## src/common/dtcm_pkg.sv

```systemverilog
// shared constants and types for the dual 8-bit timer/counter block
// assumes a 32-bit apb slave port and a single pclk domain
`default_nettype none

package dtcm_pkg;

    // ********************************************************
    // register map (byte addresses on the apb port)
    // ********************************************************
    localparam int unsigned ADDR_W    = 8;
    localparam logic [7:0]  OFS_CTRL  = 8'h00; // channel_control_reg, lower then upper
    localparam logic [7:0]  OFS_CMP   = 8'h08; // compare_period_reg, lower then upper
    localparam logic [7:0]  OFS_DUTY  = 8'h10; // pwm_duty_reg, lower then upper
    localparam logic [7:0]  CH_STRIDE = 8'h04; // distance between the two channels
    localparam logic [7:0]  OFS_CFG   = 8'h18; // prescaler source select
    localparam logic [7:0]  OFS_STAT  = 8'h1C; // counters and output flip-flops

    // ********************************************************
    // field positions and reset values
    // ********************************************************
    localparam int unsigned CTRL_TFF_POS = 7;
    localparam int unsigned CTRL_RUN_POS = 3;
    localparam int unsigned CFG_PSS_POS  = 0;
    localparam int unsigned STAT_FF_POS  = 16;
    localparam logic [7:0]  CTRL_RST     = 8'h00;
    localparam logic [7:0]  CMP_RST      = 8'hFF;
    localparam logic [7:0]  DUTY_RST     = 8'h80;
    localparam logic        CFG_PSS_RST  = 1'b0;
    localparam logic [7:0]  CNT_MAX      = 8'hFF;

    // ********************************************************
    // prescaler taps of the main oscillator (pclk) and sub oscillator
    // ********************************************************
    localparam int unsigned PRESC_W  = 11;
    localparam int unsigned TAP_11   = 11;
    localparam int unsigned TAP_7    = 7;
    localparam int unsigned TAP_5    = 5;
    localparam int unsigned TAP_3    = 3;
    localparam int unsigned FS_DIV_W = 3;

    // ********************************************************
    // operating modes and source clocks
    // ********************************************************
    typedef enum logic [2:0] {
        MODE_TMR    = 3'h0, // 8-bit timer, or event counter with pin source
        MODE_PDO    = 3'h1,
        MODE_PWM    = 3'h2,
        MODE_C16_LO = 3'h3, // lower half of the cascaded 16-bit timer
        MODE_C16_UP = 3'h4  // upper half, owns run bit and interrupt
    } dtcm_mode_e;

    typedef enum logic [2:0] {
        CK_SLOW = 3'h0, // main/2^11, or sub/2^3 when prescaler source select is set
        CK_D7   = 3'h1,
        CK_D5   = 3'h2,
        CK_D3   = 3'h3,
        CK_SUB  = 3'h4,
        CK_D1   = 3'h5,
        CK_MAIN = 3'h6,
        CK_PIN  = 3'h7  // falling edges on the event input pin
    } dtcm_clk_e;

    typedef struct packed {
        logic       tff;     // flipflop_init_bit
        dtcm_clk_e  clk_sel;
        logic       run;
        dtcm_mode_e mode;
    } dtcm_ctrl_s;

endpackage

`default_nettype wire

```

## src/logic/dtcm_core.sv

```systemverilog
// two 8-bit up-counters with event, divider and pwm modes, cascadable to 16 bits
// assumes apb master on pclk; pins and sub oscillator are asynchronous inputs
`timescale 1ns/1ps
`default_nettype none

// Overview of operation
// event mode counts falling edges on pin
// event match raises irq, clears, keeps counting
// source holds each level two cycles
// software keeps flipflop bit zero in timer
// compare period write acts immediately, unbuffered
// divider mode toggles flop, clears, raises irq
// divider pin inverts flop; preload; reset zero
// software sets port latch before output use
// stopped pin holds; preload only after stop
// bit3 runs counter, bit7 is flop preload
// 00010001B divider stopped, 00011001B running
// pwm period is full 8-bit wrap
// pwm toggles at duty, again at overflow
// pwm pin inverts flop; preload; reset zero
// pwm duty double buffered, loads at irq
// duty read returns staging value
// software writes duty right after irq
// software stops pwm before oscillator stop
// cascaded 16-bit timer, upper run and irq
// software writes lower byte, then upper
// 13H lower, 04H/0CH upper select cascade
// cascade clock from lower clock select
// event pin synchronised, falling edge compared
module dtcm_core
    import dtcm_pkg::*;
(
    input  wire logic              pclk,
    input  wire logic              presetn,
    input  wire logic              psel,
    input  wire logic              penable,
    input  wire logic              pwrite,
    input  wire logic [ADDR_W-1:0] paddr,
    input  wire logic [31:0]       pwdata,
    output logic      [31:0]       prdata,
    output logic                   pready,
    output logic                   pslverr,
    input  wire logic [1:0]        event_input_pin,
    input  wire logic              sub_osc_clock,
    output logic      [1:0]        divider_out_pin_n,
    output logic      [1:0]        pwm_out_pin_n,
    output logic      [1:0]        channel_match_irq
);

    // ********************************************************
    // declarations
    // ********************************************************
    logic [PRESC_W-1:0]  presc_q;
    logic                fs_meta_q;
    logic                fs_sync_q;
    logic                fs_prev_q;
    logic [FS_DIV_W-1:0] fs_div_q;
    logic                fs_tick;
    logic                fs8_tick;
    logic                slow_tick;
    logic                pss_q;
    logic                pready_q;
    logic                pslverr_q;
    logic [31:0]         prdata_q;
    logic [31:0]         rd_d;
    logic                mapped;
    logic                acc;
    logic                wr;
    logic                casc;
    logic [15:0]         inc16;
    logic                match16;
    dtcm_ctrl_s          ctrl_q      [2];
    logic [7:0]          cmp_q       [2];
    logic [7:0]          duty_stg_q  [2];
    logic [7:0]          duty_act_q  [2];
    logic [7:0]          cnt_q       [2];
    logic                ff_q        [2];
    logic                irq_q       [2];
    logic                div_pin_q   [2];
    logic                pwm_pin_q   [2];
    logic                ev_meta_q   [2];
    logic                ev_sync_q   [2];
    logic                ev_prev_q   [2];
    logic                ev_fall     [2];
    logic                src_tick    [2];
    logic                step        [2];
    logic                match_ev    [2];
    logic                pwm_hit     [2];
    logic                wr_ctrl     [2];
    logic                wr_cmp      [2];
    logic                wr_duty     [2];

    // ********************************************************
    // prescaler and sub oscillator
    // ********************************************************
    // free running divider of pclk; each tap is a one-cycle enable
    always_ff @(posedge pclk or negedge presetn)
    begin
        if (!presetn)
            presc_q <= '0;
        else
            presc_q <= presc_q + 1'b1;
    end

    // sub oscillator is asynchronous: two flops, then edge detect
    always_ff @(posedge pclk or negedge presetn)
    begin
        if (!presetn)
        begin
            fs_meta_q <= 1'b0;
            fs_sync_q <= 1'b0;
            fs_prev_q <= 1'b0;
        end
        else
        begin
            fs_meta_q <= sub_osc_clock;
            fs_sync_q <= fs_meta_q;
            fs_prev_q <= fs_sync_q;
        end
    end

    assign fs_tick = fs_sync_q & ~fs_prev_q;

    // divide the sub oscillator by eight for the slowest tap
    always_ff @(posedge pclk or negedge presetn)
    begin
        if (!presetn)
            fs_div_q <= '0;
        else if (fs_tick)
            fs_div_q <= fs_div_q + 1'b1;
    end

    assign fs8_tick  = fs_tick & (&fs_div_q);
    assign slow_tick = pss_q ? fs8_tick : (&presc_q[TAP_11-1:0]);

    // ********************************************************
    // apb slave, one wait state so that read data is registered
    // ********************************************************
    assign acc = psel & penable & pready_q;
    assign wr  = acc & pwrite;

    always_comb
    begin
        mapped = (paddr[1:0] == 2'b00) && (paddr <= OFS_STAT);
        rd_d   = '0;
        if (paddr == OFS_CTRL)                rd_d[7:0] = ctrl_q[0];
        if (paddr == OFS_CTRL + CH_STRIDE)    rd_d[7:0] = ctrl_q[1];
        if (paddr == OFS_CMP)                 rd_d[7:0] = cmp_q[0];
        if (paddr == OFS_CMP + CH_STRIDE)     rd_d[7:0] = cmp_q[1];
        if (paddr == OFS_DUTY)                rd_d[7:0] = duty_stg_q[0];
        if (paddr == OFS_DUTY + CH_STRIDE)    rd_d[7:0] = duty_stg_q[1];
        if (paddr == OFS_CFG)                 rd_d[CFG_PSS_POS] = pss_q;
        if (paddr == OFS_STAT)
        begin
            rd_d[15:0]          = {cnt_q[1], cnt_q[0]};
            rd_d[STAT_FF_POS]   = ff_q[0];
            rd_d[STAT_FF_POS+1] = ff_q[1];
        end
    end

    // pready rises in the second access cycle; data and error land with it
    always_ff @(posedge pclk or negedge presetn)
    begin
        if (!presetn)
        begin
            pready_q  <= 1'b0;
            pslverr_q <= 1'b0;
            prdata_q  <= '0;
        end
        else
        begin
            pready_q  <= psel & penable & ~pready_q;
            pslverr_q <= psel & penable & ~pready_q & ~mapped;
            if (psel & penable & ~pready_q)
                prdata_q <= pwrite ? '0 : rd_d;
        end
    end

    // prescaler source select; unmapped writes fall through untouched
    always_ff @(posedge pclk or negedge presetn)
    begin
        if (!presetn)
            pss_q <= CFG_PSS_RST;
        else if (wr && paddr == OFS_CFG)
            pss_q <= pwdata[CFG_PSS_POS];
    end

    assign prdata  = prdata_q;
    assign pready  = pready_q;
    assign pslverr = pslverr_q;

    // ********************************************************
    // cascade: upper channel in 16-bit mode pulls the lower along
    // ********************************************************
    assign casc    = (ctrl_q[1].mode == MODE_C16_UP);
    assign inc16   = {cnt_q[1], cnt_q[0]} + 16'h0001;
    assign match16 = (inc16 == {cmp_q[1], cmp_q[0]});

    // ********************************************************
    // per-channel counter, flip-flop, duty buffer and pins
    // ********************************************************
    for (genvar i = 0; i < 2; i++)
    begin : g_ch
        localparam logic [7:0] CH_OFS = 8'(i * CH_STRIDE);

        assign wr_ctrl[i] = wr && (paddr == OFS_CTRL + CH_OFS);
        assign wr_cmp[i]  = wr && (paddr == OFS_CMP + CH_OFS);
        assign wr_duty[i] = wr && (paddr == OFS_DUTY + CH_OFS);

        // event pin: first flop feeds only the second
        always_ff @(posedge pclk or negedge presetn)
        begin
            if (!presetn)
            begin
                ev_meta_q[i] <= 1'b1;
                ev_sync_q[i] <= 1'b1;
                ev_prev_q[i] <= 1'b1;
            end
            else
            begin
                ev_meta_q[i] <= event_input_pin[i];
                ev_sync_q[i] <= ev_meta_q[i];
                ev_prev_q[i] <= ev_sync_q[i];
            end
        end

        // pulses narrower than two cycles may be missed by the sampler
        assign ev_fall[i] = ev_prev_q[i] & ~ev_sync_q[i];

        // source clock enable chosen by the clock-select field
        always_comb
        begin
            unique case (ctrl_q[i].clk_sel)
                CK_SLOW: src_tick[i] = slow_tick;
                CK_D7:   src_tick[i] = &presc_q[TAP_7-1:0];
                CK_D5:   src_tick[i] = &presc_q[TAP_5-1:0];
                CK_D3:   src_tick[i] = &presc_q[TAP_3-1:0];
                CK_SUB:  src_tick[i] = fs_tick;
                CK_D1:   src_tick[i] = presc_q[0];
                CK_MAIN: src_tick[i] = 1'b1;
                CK_PIN:  src_tick[i] = ev_fall[i];
            endcase
        end

        // in cascade both halves step on the lower source and upper run bit
        assign step[i] = casc ? (src_tick[0] & ctrl_q[1].run)
                              : (src_tick[i] & ctrl_q[i].run);

        // end-of-period event for this channel
        always_comb
        begin
            if (casc)
                match_ev[i] = (i == 1) && step[i] && match16;
            else if (ctrl_q[i].mode == MODE_PWM)
                match_ev[i] = step[i] && (cnt_q[i] == CNT_MAX);
            else
                match_ev[i] = step[i] && (8'(cnt_q[i] + 8'h01) == cmp_q[i]);
        end

        assign pwm_hit[i] = !casc && (ctrl_q[i].mode == MODE_PWM) && step[i]
                            && (8'(cnt_q[i] + 8'h01) == duty_act_q[i]);

        // control register; writes land whole
        always_ff @(posedge pclk or negedge presetn)
        begin
            if (!presetn)
                ctrl_q[i] <= CTRL_RST;
            else if (wr_ctrl[i])
                ctrl_q[i] <= pwdata[7:0];
        end

        // compare period has no shadow, so a write is live next cycle
        always_ff @(posedge pclk or negedge presetn)
        begin
            if (!presetn)
                cmp_q[i] <= CMP_RST;
            else if (wr_cmp[i])
                cmp_q[i] <= pwdata[7:0];
        end

        // up-counter
        always_ff @(posedge pclk or negedge presetn)
        begin
            if (!presetn)
                cnt_q[i] <= '0;
            else if (step[i])
            begin
                if (casc)
                    cnt_q[i] <= match16 ? 8'h00 : inc16[8*i +: 8];
                else if (ctrl_q[i].mode == MODE_PWM)
                    cnt_q[i] <= 8'(cnt_q[i] + 8'h01);
                else if (match_ev[i])
                    cnt_q[i] <= 8'h00;
                else
                    cnt_q[i] <= 8'(cnt_q[i] + 8'h01);
            end
        end

        // duty staging takes every write; active copy loads at period end,
        // or at once while stopped so the first pulse is already right
        always_ff @(posedge pclk or negedge presetn)
        begin
            if (!presetn)
            begin
                duty_stg_q[i] <= DUTY_RST;
                duty_act_q[i] <= DUTY_RST;
            end
            else
            begin
                if (wr_duty[i])
                    duty_stg_q[i] <= pwdata[7:0];
                if (match_ev[i] || !ctrl_q[i].run)
                    duty_act_q[i] <= duty_stg_q[i];
            end
        end

        // output flip-flop: preload only while the counter was stopped,
        // so a write that stops the counter leaves the pin level alone
        always_ff @(posedge pclk or negedge presetn)
        begin
            if (!presetn)
                ff_q[i] <= 1'b0;
            else if (wr_ctrl[i] && !ctrl_q[i].run)
                ff_q[i] <= pwdata[CTRL_TFF_POS];
            else if (casc)
                ff_q[i] <= ff_q[i];
            else if (ctrl_q[i].mode == MODE_PDO && match_ev[i])
                ff_q[i] <= ~ff_q[i];
            else if (ctrl_q[i].mode == MODE_PWM)
                ff_q[i] <= ff_q[i] ^ match_ev[i] ^ pwm_hit[i];
        end

        // registered pins and interrupt pulse
        always_ff @(posedge pclk or negedge presetn)
        begin
            if (!presetn)
            begin
                div_pin_q[i] <= 1'b1;
                pwm_pin_q[i] <= 1'b1;
                irq_q[i]     <= 1'b0;
            end
            else
            begin
                div_pin_q[i] <= ~ff_q[i];
                pwm_pin_q[i] <= ~ff_q[i];
                irq_q[i]     <= match_ev[i];
            end
        end

        assign divider_out_pin_n[i] = div_pin_q[i];
        assign pwm_out_pin_n[i]     = pwm_pin_q[i];
        assign channel_match_irq[i] = irq_q[i];
    end

endmodule

`default_nettype wire

```

## config.mk

```make
export PLATFORM = sky130hd
export DESIGN_NAME = dtcm_core
export DESIGN_NICKNAME = d
export VERILOG_FILES = /design/src/common/dtcm_pkg.sv /design/src/logic/dtcm_core.sv
export SDC_FILE = /design/constraint.sdc
export NUM_CORES = 1
export LEC_CHECK = 0
export BUFFER_PORTS_ARGS = -buffer_cell sky130_fd_sc_hd__buf_2
export CAP_MARGIN = 20
export CORE_MARGIN = 10
export CORE_UTILIZATION = 30
export CTS_CLUSTER_DIAMETER = 150
export CTS_CLUSTER_SIZE = 16
export DETAILED_ROUTE_END_ITERATION = 16
export GPL_ROUTABILITY_DRIVEN = 0
export GPL_TIMING_DRIVEN = 0
export PLACE_DENSITY = 0.56
export SLEW_MARGIN = 5
export SYNTH_ARGS = -nofsm -noshare
export SYNTH_HDL_FRONTEND = slang
export SYNTH_SLANG_ARGS = --single-unit
```

## constraint.sdc

```tcl
create_clock -name pclk -period 3.1 [get_ports pclk]
set_input_delay 0.155 -clock pclk [delete_from_list [all_inputs] [get_ports pclk]]
set_output_delay 0.155 -clock pclk [all_outputs]
set_load 0.02 [all_outputs]
```

* Yosys cells after proc, flatten, opt, wreduce, memory -nomap -nowiden
Index checks and enable logic that the tools add are counted.
** Cells by class
- Add/sub/neg operators :: 5
- $lt $le $gt $ge :: 1
- Eq/ne operators :: 35
- Mux-type cells :: 34
- Bitwise logic cells :: 23
- Reductions and logical operators :: 41
** Operators with widths (number)
- two-way mux 8 bit :: 14
- two-way mux 18 bit :: 2
- == test 8 x 5 -> 1 bit (second input constant) :: 4
- == test 8 bit :: 4
- == test 3 bit (second input constant) :: 9
- logical AND 1 bit :: 23
- == test 3 x 2 -> 1 bit (second input constant) :: 6
- adder 16 x 1 -> 16 bit (second input constant) :: 1
- adder 8 x 1 -> 8 bit (second input constant) :: 2
- == test 16 bit :: 1
- == test 8 x 4 -> 1 bit (second input constant) :: 2
- == test 8 bit (second input constant) :: 2
- two-way mux 1 bit :: 16
- one-hot mux 1 bit (8 select lines) :: 2
- AND 1 bit :: 12
- == test 3 x 1 -> 1 bit (second input constant) :: 4
- adder 11 x 1 -> 11 bit (second input constant) :: 1
- AND reduction 11 bit :: 1
- == test 8 x 3 -> 1 bit (second input constant) :: 1
- less-or-equal comparator 8 x 5 -> 1 bit (second input constant) :: 1
- zero test 8 bit :: 1
- NOT 1 bit :: 7
- AND reduction 7 bit :: 1
- zero test 3 bit :: 2
- 10 further kinds :: 20
** Storage, ports and cells
- Register bits :: 144
- Input port bits :: 48
- Logic and storage cells :: 176

* Longest topological paths before layout
- Depth in word-level cells :: 16
- Mapped depth :: 12
- Depth with buffers taken out :: 11

* Least setup slack after synthesis
No wires, ideal clock.
- Path kind :: reg2reg
- Start point :: register cnt_q[1] (netlist name)
- End point :: register ff_q[0] (netlist name)
- Setup time :: 0.082 ns
- Arrival time :: 2.796 ns
- Data required time :: 3.018 ns
- Setup slack :: 0.222 ns
- Stages on the path, launching flop included :: 12
- Path buffers :: 2
- Period minus slack after synthesis :: 2.878 ns
- Cell sequence :: dfrtp_1 ha_1 buf_2 and3_1 buf_2 a21oi_1 nor2_1 nor4b_4 nand3b_1 a2111o_1 or4_1 a31oi_1
** Between the ends
- Word-level cells in the longest chain between the ends :: 11
- Elaborated cells on any way between the ends :: 21
- Those cells by class :: add/sub: 2; eq/ne: 4; mux: 6; bitwise: 2; reduce/logical: 7
** RTL lines
- start, declared :: line dtcm_core.sv:76 : logic [7:0] cnt_q [2];
- start signal, assigned by index :: line dtcm_core.sv:289 : cnt_q[i] <= match16 ? 8'h00 : inc16[8*i +: 8];
- start signal, assigned by index :: line dtcm_core.sv:291 : cnt_q[i] <= 8'(cnt_q[i] + 8'h01);
- start signal, assigned by index :: line dtcm_core.sv:295 : cnt_q[i] <= 8'(cnt_q[i] + 8'h01);
- branches (longest 11 deep; another with adder 16 x 1 -> 16 bit)
- end signal, assigned by index :: line dtcm_core.sv:324 : ff_q[i] <= pwdata[CTRL_TFF_POS];
- end signal, assigned by index :: line dtcm_core.sv:326 : ff_q[i] <= ff_q[i];
- end signal, assigned by index :: line dtcm_core.sv:328 : ff_q[i] <= ~ff_q[i];
- end, declared :: line dtcm_core.sv:77 : logic ff_q [2];
Parallel ways; which one is timed is not known. The select of a mux whose other input is x is not followed.
A chain may end at the register's enable or synchronous reset.

* Worst setup path after layout
Same ends and word-level chain as after synthesis.

==> flow_metrics.tcl <==
set metrics [dict create \
    cts.sink_count 130 \
    slew_headroom_pct 52.9 \
    grt_pass1_wl_um 30900 \
    die-area_sq_um 30100 \
    numPlacedInstances 1012 \
    grt_use_total_pct 13.0 \
    vias 5266 \
    cts-root-buf "clkbuf_16" \
    htree_num_levels 4 \
    avgSynthCellArea_sq_um 11.2 \
    peakVddDrop_v 0.000293 \
    dieHeight_um 173 \
    coreArea_sq_um 23300 \
    worstSetupStartpointType "flop" \
    nets 776 \
    yosys_most_used_dff "dfrtp_1" \
    path_cells "ha_1, clkbuf_4, and3_1, buf_2, and3_1, o2111a_1, o22ai_1, nor4b_4, buf_4, o21a_1, or4_1, a31oi_1" \
    whs_ns 0.0145 \
    via_per_inst 5.00 \
    slowest_stage "or4_1" \
    ys_ff_latch 130 \
    max_slew.worst_pin.slew_ns 0.704 \
    antenna_cells 0 \
    ff_latch_area_sq_um 3290 \
    powerDensity_nw_per_um2 457 \
    syn_area_sq_um 7060 \
    io-pin-count 88 \
    grt_overflow 0 \
    drc 0 \
    status "completed" \
    hpwl_um 14400 \
    fin_skew_ns 0.00964 \
    p_leak_nw 3.85 \
    async_flop_share_pct 100 \
    clockBufferDepth 2 \
    hold_viol 0 \
    num_rows 56 \
    max_stage_delay_ns 0.46 \
    worst_path_most_repeated_cell "and3_1" \
    port_buffers 48 \
    setup_ws_ns 0.134 \
    start_util_pct 30.3 \
    preCtsSetupSlack_ns -0.717 \
    clk_latency_ns 0.43 \
    ys_seq_area_share_pct 46.6 \
    maxSlewViolCount 0 \
    hold_path_class "in2reg" \
    netlist.area_leader.share_pct 36.2 \
    drt-total-wl_um 19500 \
    endpoint_kind "flop" \
    die_x_um 173 \
    yosysWarnings 0 \
    synthTopCellsByCount "dfrtp_1 (102), mux2_2 (63), nand2_1 (42)" \
    critPathMaxFanout 10 \
    synth_edf_count 0 \
    antenna_found_initial 0 \
    grt_setup_unrepaired "false" \
    arrival_ns 3.31 \
    cts_buffers 17 \
    cts_tree "done" \
    setup_viol 0 \
    n_fill_cell 2324 \
    clk_pin_slew_worst_paths_ns 0.06 \
    multi_input_area_sq_um 3640 \
    fin_crit_sh_pct 95.7 \
    required_ns 3.45 \
    yosysMostFrequentCell "dfrtp_1" \
    ys_types 77 \
    path_class "reg2reg" \
    max-cap-violations 0 \
    wire_per_inst_um 18.6 \
    worst-path-buf-inv 3 \
    drtIter0Drc 360 \
    fin_cells 1053 \
    min_period_ns 2.97 \
    p_total_mw 3.93 \
    grt_max_degree 71 \
    yosys.area.top_type "dfrtp_1" \
    syn-instance-count 630 \
    grt_pass1_vias 5272 \
    layout-drive-gt1-share_pct 34.5 \
    critPathTopFamily "simple AND/OR/NAND/NOR gates" \
    yosys-top-cells-area "dfrtp_1 (36%), dfstp_2 (10%), mux2_2 (10%)" \
    syn_to_final_growth_pct 21.9 \
    fmax_mhz 337 \
    firstDrtPassIters 5 \
    postRouteAntennaNets 0 \
]
## power breakdown
part / internal [mW] / switching (mW)
registers: 1.73 / 0.0189
clock network: 1.21 / 0.777
logic: 0.0713 / 0.127
## layout make-up
cell class | instances | share of cell area, %
clock buffers | 20 | 5.19
inverters | 11 | 0.480
flip-flops and latches | 130 | 38.3
multi-input cells | 457 | 42.4
clock inverters | 12 | 1.56
repair buffers | 67 | 4.90
plain buffers | 37 | 2.62
well taps | 319 | 4.64
## per-stage QoR
| stage | utilization [%] | instance area (sq um) | setup TNS [ns] |
|---|---|---|---|
| after floorplan | - | 7110 | 0 |
| after global placement | 33.2 | 7750 | -14.51 |
| after detailed placement | 33.4 | 7790 | -14.51 |
| after CTS | 36.3 | 8480 | -0.00427 |
| after global routing | 36.9 | 8600 | 0 |
| final | 36.9 | 8600 | 0 |
## routing by layer
layer	global-route usage, %	vias up	routed length (um)	part of all wire, %
li1	-	2477	-	-
met2	19.6	159	8820	45
met5	0	-	0	0
met1	17.6	2614	9120	47
met3	3.64	16	1250	6.4
met4	4.71	0	355	1.8
## placed cells by master (no fill, tap or decap), drive strengths merged, types with 20 or more instances in the layout
cell type | synthesis | routed
xnor2 | 30 | 30
nor2 | 35 | 35
buf | 28 | 89
nand2 | 42 | 42
a21oi | 20 | 20
o21ai | 21 | 21
dfstp | 28 | 28
dfrtp | 102 | 102
mux2 | 71 | 71
clkbuf | 17 | 30
## path summary, 6_finish.rpt
kind,slack (ns),start,to,depth (start not counted)
max reg2reg,0.13,cnt_q[1],ff_q[0],12
max in group asynchronous,2.00,presetn,duty_stg_q[7],3
min,0.01,paddr[1],pslverr,3
max,0.13,cnt_q[1],ff_q[0],12
min reg2reg,0.35,fs_meta_q,fs_sync_q,0
min in group asynchronous,0.28,presetn,duty_act_q[14],2
## state kept, by name (all words and copies together), names as in the netlist
signal	cells
ev_prev_q	2
duty_stg_q	16
fs_sync_q	1
pwm_out_pin_n	2
fs_prev_q	1
presc_q	11
ctrl_q	16
prdata	18
fs_meta_q	1
duty_act_q	16
fs_div_q	3
ff_q	2
pready	1
pss_q	1
channel_match_irq	2
cmp_q	16
ev_sync_q	2
cnt_q	16
ev_meta_q	2
pslverr	1
## repair_timing
item | CTS | global route
setup endpoints to repair | 36 | 33
setup buffers | 5 | 7
gates cloned | 0 | 0
gates resized for setup | 11 | 21
hold buffers | 5 | 0
endpoints found under the hold margin | 46 | 0
pin swaps | 3 | 5
## cells by family (layout without fill, tap and decap cells)
family                   Yosys count  after routing  share of synthesized area (%)
AO/OA/AOI/OAI                    119            119                           12.3
adder cells (fa/ha/maj)            7              7                           1.24
multiplexers                      83             83                           14.1
buffers and inverters             56            147                           4.15
XOR/XNOR                          53             53                           7.58
AND/OR/NAND/NOR                  181            181                           14.1
flip-flops                       130            130                           46.6
other                              1             14                         0.0531
## worst reg2reg max path: cells and delay by family, from the launching register on
| kind | cells | cell delay [ns] |
|---|---|---|
| and+or+nand+nor | 4 | 0.90 |
| AOI/OAI and AO/OA | 4 | 0.89 |
| buffers and inverters | 3 | 0.49 |
| adders and majority gates | 1 | 0.18 |
| DFF | 1 | 0.43 |
(Power assumes the default switching activity.)
